==> src/hw/pwm_pkg.sv <==
// Overview of operation
// - rise-rise, fall-fall, or separate high/low widths
// - measurement restarts itself after every capture
// - count clock period 2, 4, 8 or 16 tinst
// - one capture spans 1 to 2^8 count periods
// - 5-bit digital low-pass filter cleans input
// - filter sample clock 1, 2, 4 or 8 tinst
// - glitches up to five samples never pass
// - 8-bit up-counter steps once per count period
// - rise loads low width, fall high width, clear
// - one-cycle strobe on each filtered edge
// - selected edge raises the interrupt line
// - counter overflow raises interrupt when enabled
// - pin level sampled whatever the port setup
// - edge select 01 rise, 10 fall, 11 both, 00 off
// - overflow sets high or low flag; write 0 clears
// - selected edge sets edge flag; write 0 clears
package pwm_pkg;
    localparam int CNT_W   = 8;
    localparam int DATA_W  = 32;
    localparam int ADDR_W  = 8;
    localparam int SEL_W   = 2;
    localparam int IRQ_W   = 3;
    localparam int FILT_LEN  = 5;
    localparam int CNT_BASE  = 1;
    localparam int FILT_BASE = 0;
    localparam int DIV_W     = 4;

    // register indices; byte address is four times the index
    localparam logic [ADDR_W-1:0] IDX_CTRL1    = 8'h34;
    localparam logic [ADDR_W-1:0] IDX_CTRL2    = 8'h35;
    localparam logic [ADDR_W-1:0] IDX_HIGH     = 8'h36;
    localparam logic [ADDR_W-1:0] IDX_LOW      = 8'h37;
    localparam logic [ADDR_W-1:0] IDX_IRQ_STAT = 8'h38;
    localparam logic [ADDR_W-1:0] IDX_IRQ_CLR  = 8'h39;
    localparam logic [ADDR_W-1:0] IDX_IRQ_EN   = 8'h3A;

    // timer_control_one fields
    localparam int B_EDGE_FLAG = 0;
    localparam int B_ESL_LOW   = 1;
    localparam int B_ESL_HIGH  = 2;
    localparam int B_LOW_OVF   = 3;
    localparam int B_HIGH_OVF  = 4;
    localparam int B_OVF_IE    = 5;
    localparam int B_LEVEL     = 6;
    // clock_select_control fields
    localparam int B_CSEL = 0;
    localparam int B_FSEL = 2;
    // interrupt status / clear / enable layout
    localparam int I_EDGE     = 0;
    localparam int I_HIGH_OVF = 1;
    localparam int I_LOW_OVF  = 2;

    localparam logic [IRQ_W-1:0] IRQ_EN_RST = 3'h7;
    localparam logic [CNT_W-1:0] CNT_MAX    = 8'hFF;
    localparam logic [SEL_W-1:0] ESL_OFF    = 2'h0;

    function automatic logic [ADDR_W-1:0] reg_addr(input logic [ADDR_W-1:0] idx);
        reg_addr = {idx[ADDR_W-3:0], 2'h0};
    endfunction
endpackage

==> src/hw/pwm_meter.sv <==
// Our own choices: the placing of the registers and the Avalon-MM slave port.
`timescale 1ns/1ps
module pwm_meter #(
    parameter int CNT_W = pwm_pkg::CNT_W
) (
    // clock and reset
    input  wire logic                        core_clk_in,
    input  wire logic                        resetn_in,
    input  wire logic                        ce_in,
    // pulse pin, shared with a port bit
    input  wire logic                        pulse_input_pin_in,
    // avalon-mm slave
    input  wire logic [pwm_pkg::ADDR_W-1:0]  avs_address_in,
    input  wire logic                        avs_read_in,
    input  wire logic                        avs_write_in,
    input  wire logic [pwm_pkg::DATA_W-1:0]  avs_writedata_in,
    input  wire logic [3:0]                  avs_byteenable_in,
    output logic [pwm_pkg::DATA_W-1:0]       avs_readdata_out,
    output logic                             avs_waitrequest_out,
    // interrupt
    output logic                             measure_interrupt_line_out
);
    // synchroniser
    logic                      pin_meta;
    logic                      pin_sync;
    // filter and edges
    logic                      filtered_pulse;
    logic                      filt_prev;
    logic                      rise_stb;
    logic                      fall_stb;
    logic                      sel_rise;
    logic                      sel_fall;
    logic                      sel_any;
    // timing
    logic                      cnt_tick;
    logic                      filt_tick;
    logic [CNT_W-1:0]          cnt;
    logic                      ovf;
    // registers
    logic [CNT_W-1:0]          high_width_capture;
    logic [CNT_W-1:0]          low_width_capture;
    logic                      edge_select_low;
    logic                      edge_select_high;
    logic                      overflow_irq_enable;
    logic                      edge_detect_flag;
    logic                      high_overflow_flag;
    logic                      low_overflow_flag;
    logic [pwm_pkg::SEL_W-1:0] count_sel;
    logic [pwm_pkg::SEL_W-1:0] filt_sel;
    logic [pwm_pkg::IRQ_W-1:0] irq_enable;
    // bus
    logic                      bus_req;
    logic                      wr_go;
    logic [7:0]                wdata;
    logic                      wr_ctrl1;
    logic                      wr_ctrl2;
    logic                      wr_clr;
    logic                      wr_en;
    logic                      next_irq;

    // the pin is read straight, so the port direction never hides it
    always_ff @(posedge core_clk_in or negedge resetn_in) begin
        if (!resetn_in) begin
            pin_meta <= 1'b0;
            pin_sync <= 1'b0;
        end else if (ce_in) begin
            pin_meta <= pulse_input_pin_in;
            pin_sync <= pin_meta;
        end
    end

    pwm_rate_tick #(
        .BASE  (pwm_pkg::FILT_BASE),
        .DIV_W (pwm_pkg::DIV_W)
    ) u_filt_rate (
        .core_clk_in (core_clk_in),
        .resetn_in   (resetn_in),
        .ce_in       (ce_in),
        .sel_in      (filt_sel),
        .tick_out    (filt_tick)
    );

    pwm_rate_tick #(
        .BASE  (pwm_pkg::CNT_BASE),
        .DIV_W (pwm_pkg::DIV_W)
    ) u_cnt_rate (
        .core_clk_in (core_clk_in),
        .resetn_in   (resetn_in),
        .ce_in       (ce_in),
        .sel_in      (count_sel),
        .tick_out    (cnt_tick)
    );

    pwm_noise_filter #(
        .LEN (pwm_pkg::FILT_LEN)
    ) u_filter (
        .core_clk_in    (core_clk_in),
        .resetn_in      (resetn_in),
        .ce_in          (ce_in),
        .sample_tick_in (filt_tick),
        .level_in       (pin_sync),
        .level_out      (filtered_pulse)
    );

    // edge strobes, one cycle each
    always_ff @(posedge core_clk_in or negedge resetn_in) begin
        if (!resetn_in) begin
            filt_prev <= 1'b0;
            rise_stb  <= 1'b0;
            fall_stb  <= 1'b0;
        end else if (ce_in) begin
            filt_prev <= filtered_pulse;
            rise_stb  <= filtered_pulse & ~filt_prev;
            fall_stb  <= ~filtered_pulse & filt_prev;
        end
    end

    // bit 0 of the select enables rises, bit 1 falls; 00 turns both off
    assign sel_rise = rise_stb & edge_select_low;
    assign sel_fall = fall_stb & edge_select_high;
    assign sel_any  = sel_rise | sel_fall;

    // an edge wins over a coincident tick: the new width starts at zero
    assign ovf = cnt_tick & (cnt == pwm_pkg::CNT_MAX) & ~sel_any;

    always_ff @(posedge core_clk_in or negedge resetn_in) begin
        if (!resetn_in) begin
            cnt <= '0;
        end else if (ce_in) begin
            if (sel_any) begin
                cnt <= '0;
            end else if (cnt_tick) begin
                cnt <= cnt + 1'b1;
            end
        end
    end

    always_ff @(posedge core_clk_in or negedge resetn_in) begin
        if (!resetn_in) begin
            low_width_capture  <= '0;
            high_width_capture <= '0;
        end else if (ce_in) begin
            if (sel_rise) begin
                low_width_capture <= cnt;
            end
            if (sel_fall) begin
                high_width_capture <= cnt;
            end
        end
    end

    // bus strobes; only byte lane 0 carries register bits
    assign bus_req  = avs_read_in | avs_write_in;
    assign wr_go    = avs_write_in & ~avs_waitrequest_out & avs_byteenable_in[0];
    assign wdata    = avs_writedata_in[7:0];
    assign wr_ctrl1 = wr_go & (avs_address_in == pwm_pkg::reg_addr(pwm_pkg::IDX_CTRL1));
    assign wr_ctrl2 = wr_go & (avs_address_in == pwm_pkg::reg_addr(pwm_pkg::IDX_CTRL2));
    assign wr_clr   = wr_go & (avs_address_in == pwm_pkg::reg_addr(pwm_pkg::IDX_IRQ_CLR));
    assign wr_en    = wr_go & (avs_address_in == pwm_pkg::reg_addr(pwm_pkg::IDX_IRQ_EN));

    // fixed one wait cycle: simple to verify, costs a cycle per access
    always_ff @(posedge core_clk_in or negedge resetn_in) begin
        if (!resetn_in) begin
            avs_waitrequest_out <= 1'b1;
        end else if (ce_in) begin
            avs_waitrequest_out <= ~(bus_req & avs_waitrequest_out);
        end
    end

    always_ff @(posedge core_clk_in or negedge resetn_in) begin
        if (!resetn_in) begin
            avs_readdata_out <= '0;
        end else if (ce_in && avs_read_in && avs_waitrequest_out) begin
            avs_readdata_out <= '0;
            case (avs_address_in)
                pwm_pkg::reg_addr(pwm_pkg::IDX_CTRL1): begin
                    avs_readdata_out[pwm_pkg::B_EDGE_FLAG] <= edge_detect_flag;
                    avs_readdata_out[pwm_pkg::B_ESL_LOW]   <= edge_select_low;
                    avs_readdata_out[pwm_pkg::B_ESL_HIGH]  <= edge_select_high;
                    avs_readdata_out[pwm_pkg::B_LOW_OVF]   <= low_overflow_flag;
                    avs_readdata_out[pwm_pkg::B_HIGH_OVF]  <= high_overflow_flag;
                    avs_readdata_out[pwm_pkg::B_OVF_IE]    <= overflow_irq_enable;
                    avs_readdata_out[pwm_pkg::B_LEVEL]     <= filtered_pulse;
                end
                pwm_pkg::reg_addr(pwm_pkg::IDX_CTRL2): begin
                    avs_readdata_out[pwm_pkg::B_CSEL +: pwm_pkg::SEL_W] <= count_sel;
                    avs_readdata_out[pwm_pkg::B_FSEL +: pwm_pkg::SEL_W] <= filt_sel;
                end
                pwm_pkg::reg_addr(pwm_pkg::IDX_HIGH): begin
                    avs_readdata_out[CNT_W-1:0] <= high_width_capture;
                end
                pwm_pkg::reg_addr(pwm_pkg::IDX_LOW): begin
                    avs_readdata_out[CNT_W-1:0] <= low_width_capture;
                end
                pwm_pkg::reg_addr(pwm_pkg::IDX_IRQ_STAT): begin
                    avs_readdata_out[pwm_pkg::I_EDGE]     <= edge_detect_flag;
                    avs_readdata_out[pwm_pkg::I_HIGH_OVF] <= high_overflow_flag;
                    avs_readdata_out[pwm_pkg::I_LOW_OVF]  <= low_overflow_flag;
                end
                pwm_pkg::reg_addr(pwm_pkg::IDX_IRQ_EN): begin
                    avs_readdata_out[pwm_pkg::IRQ_W-1:0] <= irq_enable;
                end
                default: begin
                    avs_readdata_out <= '0;
                end
            endcase
        end
    end

    // control fields
    always_ff @(posedge core_clk_in or negedge resetn_in) begin
        if (!resetn_in) begin
            edge_select_low     <= 1'b0;
            edge_select_high    <= 1'b0;
            overflow_irq_enable <= 1'b0;
            count_sel           <= '0;
            filt_sel            <= '0;
            irq_enable          <= pwm_pkg::IRQ_EN_RST;
        end else if (ce_in) begin
            if (wr_ctrl1) begin
                edge_select_low     <= wdata[pwm_pkg::B_ESL_LOW];
                edge_select_high    <= wdata[pwm_pkg::B_ESL_HIGH];
                overflow_irq_enable <= wdata[pwm_pkg::B_OVF_IE];
            end
            if (wr_ctrl2) begin
                count_sel <= wdata[pwm_pkg::B_CSEL +: pwm_pkg::SEL_W];
                filt_sel  <= wdata[pwm_pkg::B_FSEL +: pwm_pkg::SEL_W];
            end
            if (wr_en) begin
                irq_enable <= wdata[pwm_pkg::IRQ_W-1:0];
            end
        end
    end

    // sticky flags: a set in the clearing cycle wins
    always_ff @(posedge core_clk_in or negedge resetn_in) begin
        if (!resetn_in) begin
            edge_detect_flag <= 1'b0;
        end else if (ce_in) begin
            if (sel_any) begin
                edge_detect_flag <= 1'b1;
            end else if ((wr_ctrl1 && !wdata[pwm_pkg::B_EDGE_FLAG]) || (wr_clr && wdata[pwm_pkg::I_EDGE])) begin
                edge_detect_flag <= 1'b0;
            end
        end
    end

    always_ff @(posedge core_clk_in or negedge resetn_in) begin
        if (!resetn_in) begin
            high_overflow_flag <= 1'b0;
        end else if (ce_in) begin
            if (ovf && filtered_pulse) begin
                high_overflow_flag <= 1'b1;
            end else if ((wr_ctrl1 && !wdata[pwm_pkg::B_HIGH_OVF]) || (wr_clr && wdata[pwm_pkg::I_HIGH_OVF])) begin
                high_overflow_flag <= 1'b0;
            end
        end
    end

    always_ff @(posedge core_clk_in or negedge resetn_in) begin
        if (!resetn_in) begin
            low_overflow_flag <= 1'b0;
        end else if (ce_in) begin
            if (ovf && !filtered_pulse) begin
                low_overflow_flag <= 1'b1;
            end else if ((wr_ctrl1 && !wdata[pwm_pkg::B_LOW_OVF]) || (wr_clr && wdata[pwm_pkg::I_LOW_OVF])) begin
                low_overflow_flag <= 1'b0;
            end
        end
    end

    // edge source is silenced by select 00, overflows by the enable bit
    assign next_irq = (edge_detect_flag & irq_enable[pwm_pkg::I_EDGE]
                       & ({edge_select_high, edge_select_low} != pwm_pkg::ESL_OFF))
                    | (overflow_irq_enable & ((high_overflow_flag & irq_enable[pwm_pkg::I_HIGH_OVF])
                       | (low_overflow_flag & irq_enable[pwm_pkg::I_LOW_OVF])));

    always_ff @(posedge core_clk_in or negedge resetn_in) begin
        if (!resetn_in) begin
            measure_interrupt_line_out <= 1'b0;
        end else if (ce_in) begin
            measure_interrupt_line_out <= next_irq;
        end
    end
endmodule

==> src/hw/pwm_rate_tick.sv <==
`timescale 1ns/1ps
module pwm_rate_tick #(
    parameter int BASE  = 0,
    parameter int DIV_W = 4
) (
    // clock and reset
    input  wire logic       core_clk_in,
    input  wire logic       resetn_in,
    input  wire logic       ce_in,
    // rate select
    input  wire logic [1:0] sel_in,
    // one-cycle tick every 2^(BASE+sel) cycles
    output logic            tick_out
);
    logic [DIV_W-1:0] div;
    logic [DIV_W-1:0] mask;

    // shared free-running divider, so changing sel never waits a full wrap
    assign mask = DIV_W'((1 << (BASE + int'(sel_in))) - 1);

    always_ff @(posedge core_clk_in or negedge resetn_in) begin
        if (!resetn_in) begin
            div <= '0;
        end else if (ce_in) begin
            div <= div + 1'b1;
        end
    end

    always_ff @(posedge core_clk_in or negedge resetn_in) begin
        if (!resetn_in) begin
            tick_out <= 1'b0;
        end else if (ce_in) begin
            tick_out <= ((div & mask) == mask);
        end
    end
endmodule

==> src/hw/pwm_noise_filter.sv <==
`timescale 1ns/1ps
module pwm_noise_filter #(
    parameter int LEN = 5
) (
    // clock and reset
    input  wire logic core_clk_in,
    input  wire logic resetn_in,
    input  wire logic ce_in,
    // sampling
    input  wire logic sample_tick_in,
    input  wire logic level_in,
    // cleaned level
    output logic      level_out
);
    localparam int RUN_W = $clog2(LEN + 1);
    localparam logic [RUN_W-1:0] RUN_MAX = RUN_W'(LEN);

    logic [RUN_W-1:0] run;

    // output follows only after LEN+1 agreeing samples
    always_ff @(posedge core_clk_in or negedge resetn_in) begin
        if (!resetn_in) begin
            run       <= '0;
            level_out <= 1'b0;
        end else if (ce_in && sample_tick_in) begin
            if (level_in == level_out) begin
                run <= '0;
            end else if (run == RUN_MAX) begin
                level_out <= level_in;
                run       <= '0;
            end else begin
                run <= run + 1'b1;
            end
        end
    end
endmodule

==> config.mk <==
export PLATFORM = sky130hd
export DESIGN_NAME = pwm_meter
export DESIGN_NICKNAME = d
export VERILOG_FILES = /design/src/hw/pwm_pkg.sv /design/src/hw/pwm_meter.sv /design/src/hw/pwm_rate_tick.sv /design/src/hw/pwm_noise_filter.sv
export SDC_FILE = /design/constraint.sdc
export NUM_CORES = 1
export LEC_CHECK = 0
export ABC_AREA = 1
export BUFFER_PORTS_ARGS = -buffer_cell sky130_fd_sc_hd__buf_4
export CAP_MARGIN = 0
export CORE_ASPECT_RATIO = 0.8
export CORE_UTILIZATION = 53
export CTS_BUF_LIST = sky130_fd_sc_hd__clkbuf_16
export CTS_CLUSTER_SIZE = 25
export DETAILED_ROUTE_END_ITERATION = 10
export PLACE_DENSITY = 0.88
export SYNTH_ARGS = -nofsm -noshare
export SYNTH_HDL_FRONTEND = slang
export SYNTH_SLANG_ARGS = --single-unit
==> constraint.sdc <==
create_clock -name core_clk_in -period 1.3 [get_ports core_clk_in]
set_input_delay 0.13 -clock core_clk_in [delete_from_list [all_inputs] [get_ports core_clk_in]]
set_output_delay 0.13 -clock core_clk_in [all_outputs]
set_load 0.005 [all_outputs]
==> results of run 1 <==
==> cells in the final DEF (no fill, tap or decap), types with 2 or more instances in the layout <==
cell / netlist / final
nand2_1: 123 / 119
dfrtp_1: 61 / 60
buf_4: 26 / 54
nand3_1: 42 / 41
inv_1: 39 / 40
o21ai_0: 34 / 31
conb_1: 1 / 24
nor2_1: 22 / 19
clkbuf_16: 0 / 9
nor2_4: 3 / 7
nand4_1: 6 / 6
a21oi_1: 6 / 6
xor2_1: 6 / 6
inv_2: 2 / 5
o21ai_1: 2 / 5
nand2_2: 1 / 4
nand3_2: 3 / 4
nor3_1: 5 / 4
dfstp_2: 4 / 4
nor2_2: 4 / 3
or2_2: 3 / 3
inv_4: 1 / 2
nand3_4: 2 / 2
nand2_4: 1 / 2
a22o_1: 2 / 2
a31oi_1: 2 / 2
a21boi_1: 2 / 2
ha_1: 3 / 2
==> cells by family (layout without fill, tap and decap cells) <==
group | count (synthesis) | in the layout | synth area share
adder cells (fa/ha/maj) | 3 | 3 | 0.0111
multiplexers | 1 | 1 | 0.00295
AO/OA/AOI/OAI | 52 | 52 | 0.0847
other | 1 | 24 | 0.00110
flip-flops | 65 | 65 | 0.480
buffers and inverters | 74 | 115 | 0.115
XOR/XNOR | 6 | 6 | 0.0155
AND/OR/NAND/NOR | 216 | 216 | 0.290
==> power groups by stage <==
| stage | registers [mW] | clock network, mW | logic, mW |
|---|---|---|---|
| final | 2.75 | 2.04 | 1.34 |
| after global routing | 2.79 | 2.16 | 1.51 |
| after CTS | 2.72 | 2.07 | 1.24 |
| after detailed placement | 2.75 | 0 | 1.11 |
| after global placement | 2.72 | 0 | 1.04 |
| after floorplan | 2.67 | 0 | 0.802 |
==> worst reg2reg max path: cells and delay by family, from the launching register on <==
kind | cells | cell delay, ns
buffers and inverters | 2 | 0.19
and+or+nand+nor | 5 | 0.49
DFF | 1 | 0.36
adders and majority gates | 1 | 0.21
==> per-stage QoR <==
step / setup TNS (ns) / util
global route: -0.388 / 0.682
finish: -0.0377 / 0.682
global placement: 0 / 0.619
detailed placement: -0.0365 / 0.619
floorplan: 0 / -
CTS: 0 / 0.672
==> worst min-delay path by stage <==
stage	slack, ns	startpoint	endpoint
6_report	0.008	pulse_input_pin_in	pin_meta
5_1_grt	0.005	pulse_input_pin_in	pin_meta
4_1_cts	0.002	pulse_input_pin_in	pin_meta
3_5_place_dp	0.10	resetn_in	count_sel[0]
3_3_place_gp	0.1	resetn_in	u_filter.run[2]
2_1_floorplan	-0.17	resetn_in	avs_readdata_out[0]
==> sequential cells by signal (all words and copies together), names as in the netlist, 2 cells and up <==
signal and cells:
avs_readdata_out 8, filt_sel 2, u_filter.run 3, u_cnt_rate.div 4, u_filt_rate.div 3, low_width_capture 8, cnt 8, irq_enable 3
count_sel 2, high_width_capture 8
==> cell type report <==
cell class              instances  area (um2)
fillers                       442        1920
flip-flops and latches         65        1630
multi-input cells             302        1520
repair buffers                 57         447
clock buffers                   9         225
inverters                      42         163
well taps                      81         101
clock inverters                 7        27.5
==> what timing repair did <==
| item | 4_1_cts | 5_1_grt |
|---|---|---|
| hold buffers | 1 | 0 |
| gates resized for setup | 8 | 18 |
| endpoints found under the hold margin | 28 | 0 |
| setup endpoints to repair | 6 | 14 |
| setup buffers | 5 | 2 |
| pin swaps | 5 | 12 |
==> metal layers <==
| layer | part of all wire | vias to the layer above | track usage |
|---|---|---|---|
| met3 | 0.079 | 24 | 0.0839 |
| met5 | 0 | - | 0 |
| met1 | 0.43 | 1376 | 0.327 |
| li1 | - | 1421 | - |
| met2 | 0.47 | 134 | 0.398 |
| met4 | 0.026 | 0 | 0.123 |
==> results.toml, run 1 <==
[outcome]
status = "finished with violations"
violations = "setup timing"

[worst_setup_path]
crit_path_start = "cnt[0]"
path_delay_family = "simple AND/OR/NAND/NOR gates"
crit_chain = "ha_2, nand2_2, inv_2, nand2_4, nor2_4, buf_6, nand4_1, nand2_1"
worst-path-buf-inv = 2
cp.arrival_ns = 1.59
endpoint = "high_overflow_flag"
crit_type = "register to register"
crit_fanout = 2
worstSetupStartpointType = "register"
cp-end-kind = "register"
slowest_delay_ns = 0.36
path_depth = 8
r2r-start = "cnt[0]"
ff2ff_path_depth = 8
r2r_end = "high_overflow_flag"
cpMaxStageDelayCell = "dfrtp_1"
rrSetupSlack_ns = -0.04
required_ns = 1.55

[clock_network]
clk_pin_slew_worst_paths_ns = 0.05
root_buffer = "clkbuf_16"
cts_buffer_depth = 2
cts_tree = "built"
cts_buffers = 9
clock-sinks = 65
clk-insertion-delay-late_ns = 0.33
htreeDepth = 3

[global_route]
grt_pass1_wl_um = 13000
grt.total_usage = 0.256
grt.overflow.total = 0
first_global_vias = 2839
grt_antenna_before_repair = 0
grt_max_degree = 35

[timing]
setup_ws_ns = -0.0377
fin_crit_ns = 1.34
hold_violations = 0
fin_crit_sh = 1.03
holdWs_ns = 0.00778
grt_setup_unrepaired = "yes"
setup_viol = 1
drv_slew = 0
fin_skew_ns = 0.00639
fmaxAchievable_mhz = 748

[cells_and_area]
final_area_mm2 = 0.00412
fin_cells = 563
drive_gt1_frac = 0.220
final_nets = 530
area_growth_syn_to_layout_pct = 21.3
antenna_cells = 0

[yosys]
synthTopCellsByCount = "nand2_1 (123), dfrtp_1 (61), nand3_1 (42)"
netlist_area_mm2 = 0.00340
ys.flop_type = "dfrtp_1"
synth_largest_area_cell = "dfrtp_1"
synthArstFlopShare = 1.00
synth_cells = 418
ys_ff_latch = 65
synth_cell_types = 36
synth_area_leaders = "dfrtp_1 (45%), nand2_1 (14%), nand3_1 (6.2%)"
synth-edff-count = 0
ys_seq_area_frac = 0.480
avgSynthCellArea_um2 = 8.13
synth_top_area_frac = 0.449
yosysMostFrequentCell = "nand2_1"
ys.warnings.count = 0

[power_and_ir_drop]
p_sw_frac = 0.310
p_switching_mw = 1.90
clock_power_share = 0.332
pwr-share-seq = 0.448
peakVddDrop_v = 0.000729
powerDensity_mw_per_mm2 = 1490
p_leak_nw = 2.12
power_mw = 6.13
p_int_mw = 4.23
pwr-share-comb = 0.219

[routing]
postRouteAntennaNets = 0
routed-via-count = 2955
drc = 0
drtIter0Drc = 212
wl_per_cell_um = 14.0
vias_per_cell = 5.25
drt_wl_total_um = 7900
drt-pass1-iter-count = 4

[min_path]
worstHoldPathType = "primary input to register"
hold_depth = 3

[placed_design]
numPlacedInstances = 539
numPortBuffers = 30
routabilityCongestion = 0.908
postPlaceCellArea_mm2 = 0.00374
dpl_worst_slack_ns = -0.0365
dp_hpwl_um = 5380

[die]
dieWidth_um = 91.5
die_y_um = 73.6
core_mm2 = 0.00604
die_area_mm2 = 0.00674
ios = 84
num_rows = 25
start_util = 0.563

[run]
maxCapViolCount = 0
Power figures use the tool's default switching activity.
==> inputs of run 2 (changes only) <==
--- a/config.mk
+++ b/config.mk
@@ -9,10 +9,12 @@
 export BUFFER_PORTS_ARGS = -buffer_cell sky130_fd_sc_hd__buf_4
 export CAP_MARGIN = 0
 export CORE_ASPECT_RATIO = 0.8
+export CORE_MARGIN = 3
 export CORE_UTILIZATION = 53
 export CTS_BUF_LIST = sky130_fd_sc_hd__clkbuf_16
 export CTS_CLUSTER_SIZE = 25
 export DETAILED_ROUTE_END_ITERATION = 10
+export MAX_ROUTING_LAYER = met4
 export PLACE_DENSITY = 0.88
 export SYNTH_ARGS = -nofsm -noshare
 export SYNTH_HDL_FRONTEND = slang
==> run 2 against run 1 <==
  * The run still ends with setup timing left
  * Non-clock buffer count grew 2
  * Total power grew 6.5%
  * Global-route usage shrank 1.4 points
  * Via count grew 3.4%
  * Count of clock-buffer cells in the layout is the same
  * Flip-flop and latch count is the same
  * Worst hold slack gained 0.0029 ns
  * Clock skew shrank 0.0017 ns
  * Die area grew 10%
  * Cell count grew 0.36%
  * Sequential share of layout area shrank 0.77 points
  * Final area grew 2.1%
  * Critical path type unchanged
  * Critical endpoint is now cnt[2]
  * Largest cell class unchanged
  * Largest power group unchanged
  * Highest routed layer unchanged
==> results.toml, run 2 (synthesized netlist as in run 1, its figures left out) <==
[global_route]
grt.overflow.total = 0
grt_max_degree = 35
grt_pass1_wl_um = 13600
first_global_vias = 2977
grt_antenna_before_repair = 0
grt.total_usage = 0.242

[worst_setup_path]
crit_type = "register to register"
required_ns = 1.53
rrSetupSlack_ns = -0.002
worstSetupStartpointType = "register"
r2r_end = "cnt[2]"
crit_fanout = 3
endpoint = "cnt[2]"
cp.arrival_ns = 1.53
r2r-start = "cnt[0]"
ff2ff_path_depth = 6
crit_path_start = "cnt[0]"
cp-end-kind = "register"

[placed_design]
numPortBuffers = 30
postPlaceCellArea_mm2 = 0.00376
dp_hpwl_um = 5710
routabilityCongestion = 0.934

[timing]
fmaxAchievable_mhz = 768
fin_crit_ns = 1.30
setup_ws_ns = -0.00215
drv_slew = 0
fin_crit_sh = 1.00
holdWs_ns = 0.0107
grt_setup_unrepaired = "yes"
fin_skew_ns = 0.00466
setup_viol = 1
hold_violations = 0

[clock_network]
cts_buffer_depth = 2
clock-sinks = 65
clk-insertion-delay-late_ns = 0.33
cts_buffers = 9
cts_tree = "built"
htreeDepth = 3
clk_pin_slew_worst_paths_ns = 0.06
root_buffer = "clkbuf_16"

[cells_and_area]
final_area_mm2 = 0.00421
fin_util = 0.693
area_growth_syn_to_layout_pct = 23.8
antenna_cells = 0
final_common_cell = "nand2_1"
final_nets = 532
layout_common_cells = "nand2_1 (120), dfrtp_1 (59), buf_4 (55)"
drive_gt1_frac = 0.225

[routing]
drc = 0
vias_per_cell = 5.41
drt-pass1-iter-count = 5
postRouteAntennaNets = 0
wl_per_cell_um = 14.7
routed-via-count = 3055
drtIter0Drc = 216
drt_wl_total_um = 8300

[run]
maxCapViolCount = 0

[power_and_ir_drop]
p_sw_frac = 0.298
p_switching_mw = 1.95
clock_power_share = 0.386
pwr-share-seq = 0.420
powerDensity_mw_per_mm2 = 1550
p_leak_nw = 2.13
peakVddDrop_v = 0.00117
p_int_mw = 4.58
pwr-share-comb = 0.195

[die]
num_rows = 25
die_area_mm2 = 0.00741
core_mm2 = 0.00607
dieWidth_um = 95.5
die_y_um = 77.6
start_util = 0.560
ios = 84

[min_path]
worstHoldPathType = "primary input to register"
hold_depth = 3

[outcome]
status = "finished with violations"
violations = "setup timing"
run 2: cell count changes in the layout (fill, tap and decap cells not counted), sizes merged:
cell,previous run,this run
clkinv,2,4
clkinvlp,0,1
buf,56,57
dlygate4sd3,1,2
inv,47,42
bufinv,0,2
run 2: worst min path at each step:
stage	from	slack (ns)	endpoint
after global placement	resetn_in	0.02	u_filter.run[2]
after detailed placement	resetn_in	0.02	u_filter.run[2]
final	pulse_input_pin_in	0.01	pin_meta
after CTS	pulse_input_pin_in	0.005	pin_meta
after floorplan	resetn_in	-0.17	avs_readdata_out[0]
after global routing	pulse_input_pin_in	0.03	pin_meta
run 2: per-layer routing:
layer,vias up,track usage,share of wire
li1,1420,-,-
met1,1493,0.310,0.42
met2,134,0.385,0.49
met3,8,0.0688,0.084
met4,0,0.0526,0.0071
met5,-,-,0
run 2: what timing repair did:
item                       CTS  global route
gates resized for setup      7            16
pin swaps                    5             8
hold endpoints to repair    52             0
setup buffers                1             6
hold buffers                 2             0
setup endpoints to repair    4            15
run 2: metrics by stage:
step	cells	setup slack (ns)	power (mW)	TNS [ns]
2_1_floorplan	441	0.0841	3.48	0
3_3_place_gp	540	0.0474	3.77	0
3_5_place_dp	540	-0.0139	3.89	-0.0139
4_1_cts	559	-0.0158	6.46	-0.0158
5_1_grt	565	-0.0999	6.86	-0.333
6_report	565	-0.00215	6.52	-0.00215
run 2: final cells by class:
cell class              count  area, um2
well taps                  81        101
multi-input cells         302       1520
fillers                   444       1860
inverters                  42        163
clock buffers               9        225
flip-flops and latches     65       1630
repair buffers             59        473
clock inverters             7       85.1
run 2: critical path, cell delays in order, from the launching register on:
cell	delay [ns]
dfrtp_1	0.39
ha_2	0.20
nand2_2	0.06
inv_2	0.04
buf_4	0.12
buf_4	0.12
a221oi_1	0.27
run 2: power by group through the flow:
stage / Clock [mW] / Combinational [mW] / Sequential (mW)
final: 2.52 / 1.27 / 2.74
after global routing: 2.62 / 1.45 / 2.79
after CTS: 2.54 / 1.20 / 2.72
after detailed placement: 0 / 1.15 / 2.75
after global placement: 0 / 1.05 / 2.72
after floorplan: 0 / 0.802 / 2.67
